===== src/verilog/ptc_pkg.sv =====
// Package for the periodic timer control block: register map and types.
package ptc_pkg;
  localparam int CNT_W = 10;
  localparam logic [7:0] OFF_CTRL = 8'h00;
  localparam logic [7:0] OFF_CNT_LO = 8'h04;
  localparam logic [7:0] OFF_CNT_HI = 8'h08;
  localparam logic [7:0] OFF_CMPA_LO = 8'h0C;
  localparam logic [7:0] OFF_CMPA_HI = 8'h10;
  localparam logic [7:0] OFF_PERIOD = 8'h14;
  localparam logic [7:0] OFF_STATUS = 8'h18;
  localparam logic [7:0] OFF_MASK = 8'h1C;
  localparam logic [7:0] OFF_PIN = 8'h20;
  localparam logic [1:0] HTRANS_NONSEQ = 2'h2;
  localparam logic [2:0] HSIZE_WORD = 3'h2;
  localparam logic [9:0] CNT_MAX = 10'h3FF;
  localparam logic [9:0] CNT_ZERO = 10'h000;
  localparam logic [1:0] HI_BITS_ZERO = 2'h0;
  localparam int ST_W = 3;
  // Status bits: compare A match, period match, capture event.
  localparam int ST_A = 0;
  localparam int ST_P = 1;
  localparam int ST_CAP = 2;

  typedef enum logic [1:0] {
    MODE_CMP_OUT = 2'h0,
    MODE_CAPTURE = 2'h1,
    MODE_PWM = 2'h2,
    MODE_TIMER = 2'h3
  } ptc_mode_e;

  // Control register layout, bit 31 downward.
  typedef struct packed {
    logic [20:0] unused;
    logic run_enable;
    logic [1:0] pin_function;
    ptc_mode_e mode;
    logic [1:0] pin_func_rsv;
    logic output_initial_level_select;
    logic output_polarity_invert;
    logic capture_source_select;
    logic counter_clear_select;
  } ptc_ctrl_s;

  typedef struct packed {
    logic cmp_a;
    logic cmp_p;
    logic capture;
  } ptc_evt_s;
endpackage : ptc_pkg


===== src/verilog/ptc_timer.sv =====
// Periodic timer counter, comparators, output pin logic and AHB-Lite regs.
`timescale 1ns/1ps
module ptc_timer (
  input wire logic clk, // 100 MHz system clock
  input wire logic reset_n, // asynchronous reset, active low
  input wire logic hsel, // slave select
  input wire logic [31:0] haddr, // byte address
  input wire logic [1:0] htrans, // transfer type
  input wire logic hwrite, // write strobe
  input wire logic [2:0] hsize, // transfer size
  input wire logic [31:0] hwdata, // write data
  input wire logic hready, // bus ready in
  output logic [31:0] hrdata, // read data
  output logic hreadyout, // slave ready
  output logic hresp, // response, always OKAY
  input wire logic capture_input_pin, // capture input pin, async
  input wire logic external_timer_clock_pin, // external clock pin, async
  output logic timer_output_pin, // timer output pin
  output logic timer_output_pin_oe, // high while the pin is driven
  output logic irq // level interrupt
);
  ptc_pkg::ptc_ctrl_s ctrl_r;
  logic [9:0] counter_r;
  logic [9:0] compare_a_r;
  logic [9:0] period_r;
  logic [7:0] low_buf_r;
  logic [9:0] capture_r;
  logic [ptc_pkg::ST_W-1:0] status_r;
  logic [ptc_pkg::ST_W-1:0] mask_r;
  logic out_level_r;
  logic run_d_r;
  logic [1:0] cap_sync_r;
  logic [1:0] eck_sync_r;
  logic cap_d_r;
  logic eck_d_r;
  logic wr_pend_r;
  logic [7:0] wr_addr_r;
  logic [31:0] rd_data;

  // Address phase captured for the data phase.
  logic addr_ok;
  assign addr_ok = hsel && hready && htrans == ptc_pkg::HTRANS_NONSEQ;
  assign hreadyout = 1'b1;
  assign hresp = 1'b0;

  // Pin inputs pass two flip-flops before use.
  always_ff @(posedge clk or negedge reset_n) begin
    if (!reset_n) begin
      cap_sync_r <= 2'h0;
      eck_sync_r <= 2'h0;
      cap_d_r <= 1'b0;
      eck_d_r <= 1'b0;
    end else begin
      cap_sync_r <= {cap_sync_r[0], capture_input_pin};
      eck_sync_r <= {eck_sync_r[0], external_timer_clock_pin};
      cap_d_r <= cap_sync_r[1];
      eck_d_r <= eck_sync_r[1];
    end
  end

  ptc_pkg::ptc_mode_e mode;
  logic run;
  logic run_rise;
  logic tick;
  logic match_a;
  logic match_p;
  logic clr_a_sel;
  logic clear_now;
  logic single_pulse;
  logic trig_lvl;
  logic trig_prev;
  logic cap_edge;

  // Modes in which the block owns the output pin.
  function automatic logic drives_pin(input ptc_pkg::ptc_mode_e m);
    logic d;
    d = 1'b0;
    if (m == ptc_pkg::MODE_CMP_OUT) begin
      d = 1'b1;
    end
    if (m == ptc_pkg::MODE_PWM) begin
      d = 1'b1;
    end
    return d;
  endfunction : drives_pin

  // Modes in which the counter clear select is honoured.
  function automatic logic honours_clear(input ptc_pkg::ptc_mode_e m);
    logic h;
    h = 1'b0;
    if (m == ptc_pkg::MODE_CMP_OUT) begin
      h = 1'b1;
    end
    if (m == ptc_pkg::MODE_TIMER) begin
      h = 1'b1;
    end
    return h;
  endfunction : honours_clear

  // Single pulse is the PWM mode with the last pin function code.
  function automatic logic pulse_mode(input ptc_pkg::ptc_mode_e m,
      input logic [1:0] pf);
    logic p;
    p = 1'b0;
    if (m == ptc_pkg::MODE_PWM) begin
      p = pf == 2'h3;
    end
    return p;
  endfunction : pulse_mode

  // Capture edge for the selected edge sense; the last code disables.
  function automatic logic capture_edge(input logic [1:0] pf,
      input logic lvl, input logic prev);
    logic e;
    e = 1'b0;
    unique case (pf)
      2'h0: e = lvl && !prev;
      2'h1: e = !lvl && prev;
      2'h2: e = lvl != prev;
      default: e = 1'b0;
    endcase
    return e;
  endfunction : capture_edge

  // Compare-out pin level after a compare A match, by pin function.
  function automatic logic match_level(input logic [1:0] pf,
      input logic cur);
    logic n;
    n = cur;
    unique case (pf)
      2'h0: n = cur;
      2'h1: n = 1'b0;
      2'h2: n = 1'b1;
      default: n = !cur;
    endcase
    return n;
  endfunction : match_level

  // mode field decoded straight into the mode enum.
  assign mode = ctrl_r.mode;
  assign run = ctrl_r.run_enable;
  assign run_rise = run && !run_d_r;
  // The counter is clocked by the system clock only; choosing another
  // counter clock source is left to the surrounding logic.
  // counter advances once per system clock while running.
  assign tick = run;
  // ten-bit comparators against compare A and period.
  assign match_a = tick && counter_r == compare_a_r;
  assign match_p = tick && counter_r == period_r;
  // clear select only honoured in compare and timer modes.
  assign clr_a_sel = ctrl_r.counter_clear_select && honours_clear(mode);
  assign single_pulse = pulse_mode(mode, ctrl_r.pin_function);
  always_comb begin
    clear_now = 1'b0;
    if (mode != ptc_pkg::MODE_CAPTURE) begin
      if (clr_a_sel) begin
        clear_now = match_a;
      end else if (period_r == ptc_pkg::CNT_ZERO) begin
        // overflow clear only when period value is zero.
        clear_now = tick && counter_r == ptc_pkg::CNT_MAX;
      end else begin
        clear_now = match_p;
      end
    end
  end

  assign trig_lvl = ctrl_r.capture_source_select ? eck_sync_r[1] : cap_sync_r[1];
  assign trig_prev = ctrl_r.capture_source_select ? eck_d_r : cap_d_r;
  assign cap_edge = capture_edge(ctrl_r.pin_function, trig_lvl, trig_prev);

  // Counter.
  always_ff @(posedge clk or negedge reset_n) begin
    if (!reset_n) begin
      counter_r <= ptc_pkg::CNT_ZERO;
      run_d_r <= 1'b0;
    end else begin
      run_d_r <= run;
      // rising run enable zeroes; falling leaves the value held.
      if (run_rise) begin
        counter_r <= ptc_pkg::CNT_ZERO;
      // the clear takes effect on the matching tick.
      end else if (clear_now) begin
        counter_r <= ptc_pkg::CNT_ZERO;
      end else if (tick) begin
        counter_r <= counter_r + 10'h001;
      end
    end
  end

  // Capture register.
  always_ff @(posedge clk or negedge reset_n) begin
    if (!reset_n) begin
      capture_r <= ptc_pkg::CNT_ZERO;
    end else if (mode == ptc_pkg::MODE_CAPTURE && run && cap_edge) begin
      capture_r <= counter_r;
    end
  end

  // Output level before polarity.
  always_ff @(posedge clk or negedge reset_n) begin
    if (!reset_n) begin
      out_level_r <= 1'b0;
    end else if (run_rise) begin
      // level starts at the initial level select on run enable rise.
      out_level_r <= ctrl_r.output_initial_level_select;
    end else if (mode == ptc_pkg::MODE_CMP_OUT && match_a &&
                 compare_a_r != ptc_pkg::CNT_ZERO) begin
      out_level_r <= match_level(ctrl_r.pin_function, out_level_r);
    end else if (single_pulse && match_a) begin
      out_level_r <= !ctrl_r.output_initial_level_select;
    end
  end

  logic pwm_active;
  logic pin_pre;
  logic [10:0] period_len;
  assign period_len = (period_r == ptc_pkg::CNT_ZERO) ? 11'h400 : {1'b0, period_r};
  assign pwm_active = {1'b0, counter_r} < {1'b0, compare_a_r} ||
    {1'b0, compare_a_r} >= period_len;
  // Changing the pin function while running gives an unpredictable
  // waveform; software should stop the timer first.
  always_comb begin
    pin_pre = out_level_r;
    if (mode == ptc_pkg::MODE_PWM && !single_pulse) begin
      // active level chosen by the initial level select.
      unique case (ctrl_r.pin_function)
        2'h0: pin_pre = !ctrl_r.output_initial_level_select;
        2'h1: pin_pre = ctrl_r.output_initial_level_select;
        default: pin_pre = (pwm_active && run) ?
          ctrl_r.output_initial_level_select :
          !ctrl_r.output_initial_level_select;
      endcase
    end
  end

  // timer mode drives nothing, so neither bit reaches the pin.
  always_ff @(posedge clk or negedge reset_n) begin
    if (!reset_n) begin
      timer_output_pin <= 1'b0;
      timer_output_pin_oe <= 1'b0;
    end else begin
      timer_output_pin_oe <= drives_pin(mode);
      if (!drives_pin(mode)) begin
        timer_output_pin <= 1'b0;
      end else begin
        timer_output_pin <= pin_pre ^ ctrl_r.output_polarity_invert;
      end
    end
  end

  // Bus write path and registers. With no wait states the write data
  // arrives one cycle after the address, so the address is held here.
  logic wr_en;
  logic rd_hi;
  assign wr_en = wr_pend_r;
  assign rd_hi = addr_ok && !hwrite && haddr[7:0] == ptc_pkg::OFF_CNT_HI;
  always_ff @(posedge clk or negedge reset_n) begin
    if (!reset_n) begin
      wr_pend_r <= 1'b0;
      wr_addr_r <= 8'h00;
    end else begin
      wr_pend_r <= addr_ok && hwrite;
      wr_addr_r <= haddr[7:0];
    end
  end

  always_ff @(posedge clk or negedge reset_n) begin
    if (!reset_n) begin
      ctrl_r <= '0;
      compare_a_r <= ptc_pkg::CNT_ZERO;
      period_r <= ptc_pkg::CNT_ZERO;
      mask_r <= '0;
    end else if (wr_en) begin
      unique case (wr_addr_r)
        ptc_pkg::OFF_CTRL: ctrl_r <= ptc_pkg::ptc_ctrl_s'({21'h0, hwdata[10:0]});
        // compare A low and high bytes.
        ptc_pkg::OFF_CMPA_LO: compare_a_r[7:0] <= hwdata[7:0];
        ptc_pkg::OFF_CMPA_HI: compare_a_r[9:8] <= hwdata[1:0];
        ptc_pkg::OFF_PERIOD: period_r <= hwdata[9:0];
        ptc_pkg::OFF_MASK: mask_r <= hwdata[ptc_pkg::ST_W-1:0];
        default: ;
      endcase
    end
  end

  // high byte read latches the low byte into the buffer.
  always_ff @(posedge clk or negedge reset_n) begin
    if (!reset_n) begin
      low_buf_r <= 8'h00;
    end else if (rd_hi) begin
      low_buf_r <= counter_r[7:0];
    end
  end

  // Sticky status; a new event wins over a write-one clear.
  ptc_pkg::ptc_evt_s evt;
  logic a_flag_ok;
  assign a_flag_ok = compare_a_r != ptc_pkg::CNT_ZERO || mode == ptc_pkg::MODE_PWM;
  assign evt.cmp_a = match_a && a_flag_ok && mode != ptc_pkg::MODE_CAPTURE;
  assign evt.cmp_p = match_p && !clr_a_sel && mode != ptc_pkg::MODE_CAPTURE;
  assign evt.capture = mode == ptc_pkg::MODE_CAPTURE && run && cap_edge;
  logic [ptc_pkg::ST_W-1:0] evt_v;
  logic [ptc_pkg::ST_W-1:0] clr_v;
  always_comb begin
    evt_v = '0;
    evt_v[ptc_pkg::ST_A] = evt.cmp_a;
    evt_v[ptc_pkg::ST_P] = evt.cmp_p;
    evt_v[ptc_pkg::ST_CAP] = evt.capture;
    clr_v = '0;
    if (wr_en && wr_addr_r == ptc_pkg::OFF_STATUS) begin
      clr_v = hwdata[ptc_pkg::ST_W-1:0];
    end
  end
  always_ff @(posedge clk or negedge reset_n) begin
    if (!reset_n) begin
      status_r <= '0;
    end else begin
      status_r <= (status_r & ~clr_v) | evt_v;
    end
  end
  always_ff @(posedge clk or negedge reset_n) begin
    if (!reset_n) begin
      irq <= 1'b0;
    end else begin
      irq <= |((status_r & ~clr_v | evt_v) & mask_r);
    end
  end

  // Read mux; upper bits of the high bytes read zero.
  always_comb begin
    rd_data = 32'h0000_0000;
    unique case (haddr[7:0])
      ptc_pkg::OFF_CTRL: rd_data = 32'(ctrl_r);
      ptc_pkg::OFF_CNT_LO: rd_data = {24'h0, low_buf_r};
      ptc_pkg::OFF_CNT_HI: rd_data = {30'h0, counter_r[9:8]};
      ptc_pkg::OFF_CMPA_LO: rd_data = {24'h0, compare_a_r[7:0]};
      ptc_pkg::OFF_CMPA_HI: rd_data = {30'h0, compare_a_r[9:8]};
      ptc_pkg::OFF_PERIOD: rd_data = {22'h0, period_r};
      ptc_pkg::OFF_STATUS: rd_data = {29'h0, status_r};
      ptc_pkg::OFF_MASK: rd_data = {29'h0, mask_r};
      ptc_pkg::OFF_PIN: rd_data = {22'h0, capture_r};
      default: rd_data = 32'h0000_0000;
    endcase
  end
  always_ff @(posedge clk or negedge reset_n) begin
    if (!reset_n) begin
      hrdata <= 32'h0000_0000;
    end else if (addr_ok && !hwrite) begin
      hrdata <= rd_data;
    end
  end
endmodule : ptc_timer


===== config.mk =====
export PLATFORM = sky130hd
export DESIGN_NAME = ptc_timer
export DESIGN_NICKNAME = d
export VERILOG_FILES = /design/src/verilog/ptc_pkg.sv /design/src/verilog/ptc_timer.sv
export SDC_FILE = /design/constraint.sdc
export NUM_CORES = 1
export LEC_CHECK = 0
export ABC_AREA = 0
export BUFFER_PORTS_ARGS = -buffer_cell sky130_fd_sc_hd__buf_2
export CAP_MARGIN = 30
export CORE_MARGIN = 4
export CORE_UTILIZATION = 59
export DETAILED_ROUTE_END_ITERATION = 6
export GPL_ROUTABILITY_DRIVEN = 0
export PLACE_DENSITY = 0.85
export SLEW_MARGIN = 40
export SYNTH_ARGS = -nofsm -noshare
export SYNTH_HDL_FRONTEND = slang
export SYNTH_SLANG_ARGS = --single-unit

===== constraint.sdc =====
create_clock -name clk -period 6 [get_ports clk]
set_clock_uncertainty 0.2 [all_clocks]
set_input_delay 0.9 -clock clk [delete_from_list [all_inputs] [get_ports clk]]
set_output_delay 0.9 -clock clk [all_outputs]
set_load 0.05 [all_outputs]

==> impl_metrics.json <==
{
  "grt_max_degree": 52,
  "start_kind": "input port",
  "cap_violations": 0,
  "hold_end": "cap_sync_r[1]",
  "viasPerCell": 6.14,
  "fin_crit_sh_pct": 50.7,
  "port_buffers": 41,
  "yosysWarnings": 0,
  "initial_utilization_pct": 61.0,
  "cts.sinks": 96,
  "worstMarginPinSlew_ns": 0.792,
  "relSlewSlack_pct": 47.2,
  "root_buffer": "clkbuf_8",
  "ctsHoldBuffers": 0,
  "timing.rr.start": "counter_r[5]",
  "synth_edf_count": 0,
  "final_design_area_no_fill_sq_um": 5720,
  "arrival_ns": 3.10,
  "r2r_slack_ns": 3.25,
  "min_from": "cap_sync_r[0]",
  "synth-seq-area-share_pct": 45.0,
  "rr_worst_depth": 6,
  "drtIter0Drc": 405,
  "num_antenna_cells": 0,
  "wl_mm": 13.1,
  "post-cts-setup-buffers": 0,
  "end_kind": "flip-flop",
  "cts_buffers": 9,
  "power.leakage_nw": 2.83,
  "synth-seq-cells": 96,
  "final.setup.tns_ns": 0,
  "hold_class": "reg -> reg",
  "fin_crit_ns": 3.04,
  "cts_tree": "yes",
  "detail_route.first_pass.iterations": 6,
  "synthToLayoutAreaGrowth_pct": 7.05,
  "via_count": 4105,
  "ioPinCount": 113,
  "cts_buffer_depth": 2,
  "cp.buffers_inverters": 1,
  "cts.htree.levels": 3,
  "sw_frac_of_total_pct": 25.9,
  "cp_max_fo": 8,
  "timing.rr.end": "out_level_r",
  "netlist_area_sq_um": 5340,
  "crit_slowest_cell": "or4_4",
  "cts.clk_slew.worst_paths_ns": 0.09,
  "drive_gt1_share_pct": 19.6,
  "num_rows": 34,
  "avgRoutedWirePerCell_microns": 19.5,
  "grt_setup_unrepaired": "false",
  "crit_required_ns": 6.06,
  "final_nets": 663,
  "outcome": "completed",
  "peakVddDrop_mv": 0.131,
  "die_y_microns": 103,
  "globalRouteTotalUtil_pct": 25.9,
  "dieArea_sq_um": 10600,
  "drc": 0,
  "clock_power_share_pct": 35.5,
  "worst_path_largest_cell_delay_ns": 0.56,
  "setup_viol": 0,
  "combPwrFrac_pct": 8.4,
  "avgSynthCellArea_sq_um": 10.2,
  "synth_async_sr_flop_share_pct": 100,
  "post_dp_cell_area_sq_um": 5520,
  "antenna_left": 0,
  "p_int_uw": 884,
  "crit_family": "simple AND/OR/NAND/NOR gates",
  "insertion_delay_ns": 0.38,
  "seqPwrFrac_pct": 56.1,
  "maxSlewViolCount": 0,
  "synth_flop_cell": "dfrtp_1",
  "fmax_mhz": 329,
  "hold_viol": 0,
  "post-dp-hpwl_mm": 9.74,
  "netlist_instances": 523,
  "crit_type": "in -> reg",
  "antenna_found_initial": 0,
  "core_area_sq_um": 8760,
  "fp.dieW_microns": 103,
  "grt_pass1_wl_mm": 20.6,
  "overflow": 0,
  "path_cells": "buf_2 -> or4_4 -> or3b_2 -> nor4_4 -> mux2_2",
  "p_sw_uw": 310,
  "grt_pass1_vias": 4079,
  "hold_depth": 0,
  "synth_cell_types": 56,
  "pre_cts_slack_ns": 2.63,
  "cts.repair.resized": 0,
  "powerDensity_nw_per_um2": 209,
  "worst_slack_ns": 2.96
}
[through the flow]
step / instances / utilization (%) / total power, mW / hold slack (ns)
after floorplan: 544 / - / 0.756 / 0.131
after global placement: 654 / 63.0 / 0.777 / 0.133
after detailed placement: 654 / 63.0 / 0.782 / 0.157
after CTS: 669 / 65.2 / 1.20 / 0.179
after global routing: 669 / 65.3 / 1.23 / 0.198
final: 669 / 65.3 / 1.19 / 0.176
[routing by layer]
layer	vias to the layer above	share of wire (%)	global-route usage, %
li1	1861	-	-
met1	1968	37	32.0
met2	212	48	43.6
met3	62	9.6	3.65
met4	2	5.0	14.2
met5	-	0.24	0
[logic make-up (layout without fill, tap and decap cells)]
group           Yosys count  in the layout  synth area share, %
compound gates           88             88                 11.0
buf+inv                  87            104                 8.34
other cells               2             23                0.141
flops                    96             96                 45.0
mux                      49             49                 10.4
fa+ha+maj                30             30                 7.03
xor+xnor                 14             14                 2.30
simple gates            157            157                 15.8
[area by class of cell]
| cell class | instances | area (sq um) |
|---|---|---|
| Inverter | 44 | 165 |
| Sequential cell | 96 | 2400 |
| Multi-Input combinational cell | 361 | 2580 |
| Timing Repair Buffer | 45 | 238 |
| Fill cell | 679 | 3040 |
| Clock inverter | 5 | 56.3 |
| Clock buffer | 10 | 138 |
| Tap cell | 108 | 135 |
[sequential cells by signal (all words and copies together), names as in the netlist, 2 cells and up]
register and count:
wr_addr_r 8, hrdata 11, mask_r 3, mode 2
cap_sync_r 2, ctrl_r 8, status_r 3, counter_r 10
eck_sync_r 2, low_buf_r 8, compare_a_r 10, capture_r 10
period_r 10
[synthesized netlist by cell type (4+ instances only)]
cell type / n / area share, %
a21oi_1: 10 / 0.94
a221oi_1: 5 / 0.82
a22o_1: 10 / 1.6
and3_1: 7 / 0.82
buf_4: 23 / 3.2
buf_6: 4 / 0.84
clkbuf_1: 13 / 0.91
dfrtp_1: 96 / 45
ha_1: 30 / 7.0
inv_1: 44 / 3.1
mux2_2: 34 / 7.2
mux2i_1: 13 / 2.4
nand2_1: 53 / 3.7
nand2b_1: 5 / 0.59
nand3_1: 13 / 1.2
nand4_1: 11 / 1.3
nor2_1: 26 / 1.8
nor2b_1: 7 / 0.82
nor3_1: 7 / 0.66
nor4_1: 6 / 0.70
o21ai_0: 32 / 3.0
xnor2_1: 12 / 2.0
[power groups by stage]
stage | logic (mW) | clock network (mW) | registers (mW)
finish | 0.101 | 0.424 | 0.669
global route | 0.110 | 0.453 | 0.671
CTS | 0.101 | 0.428 | 0.669
detailed placement | 0.100 | 0 | 0.682
global placement | 0.0960 | 0 | 0.681
floorplan | 0.0799 | 0 | 0.676
[cell usage in the layout, fill, tap and decap left out, types with 5 or more instances in the layout]
| master | instances |
|---|---|
| inv_1 | 44 |
| nor3_1 | 7 |
| buf_4 | 5 |
| dfrtp_1 | 96 |
| nand2_1 | 53 |
| o21ai_0 | 32 |
| nand2b_1 | 5 |
| ha_1 | 30 |
| mux2_2 | 34 |
| buf_2 | 40 |
| a22o_1 | 10 |
| nand4_1 | 11 |
| xnor2_1 | 12 |
| nor2_1 | 26 |
| nor4_1 | 5 |
| and3_1 | 7 |
| mux2i_1 | 13 |
| nand3_1 | 13 |
| a221oi_1 | 5 |
| clkbuf_8 | 10 |
| nor2b_1 | 7 |
| conb_1 | 23 |
| a21oi_1 | 10 |
[worst max-delay path by stage]
stage	start	slack [ns]	to	depth (start not counted)
floorplan	haddr[7]	2.94	low_buf_r[0]	5
global placement	haddr[7]	2.68	low_buf_r[6]	5
detailed placement	haddr[7]	2.63	low_buf_r[3]	5
CTS	haddr[7]	3.00	low_buf_r[3]	5
global route	haddr[7]	2.91	low_buf_r[1]	5
finish	haddr[7]	2.96	low_buf_r[3]	5
[worst register-to-register path: stages, from the launching register on]
cell     delay (ns)
dfrtp_1        0.53
ha_1           0.39
nand4_1        0.12
or3_1          0.48
or4b_2         0.67
a21oi_1        0.18
a21oi_1        0.06
Note: power is estimated with default switching activity, not from simulation.
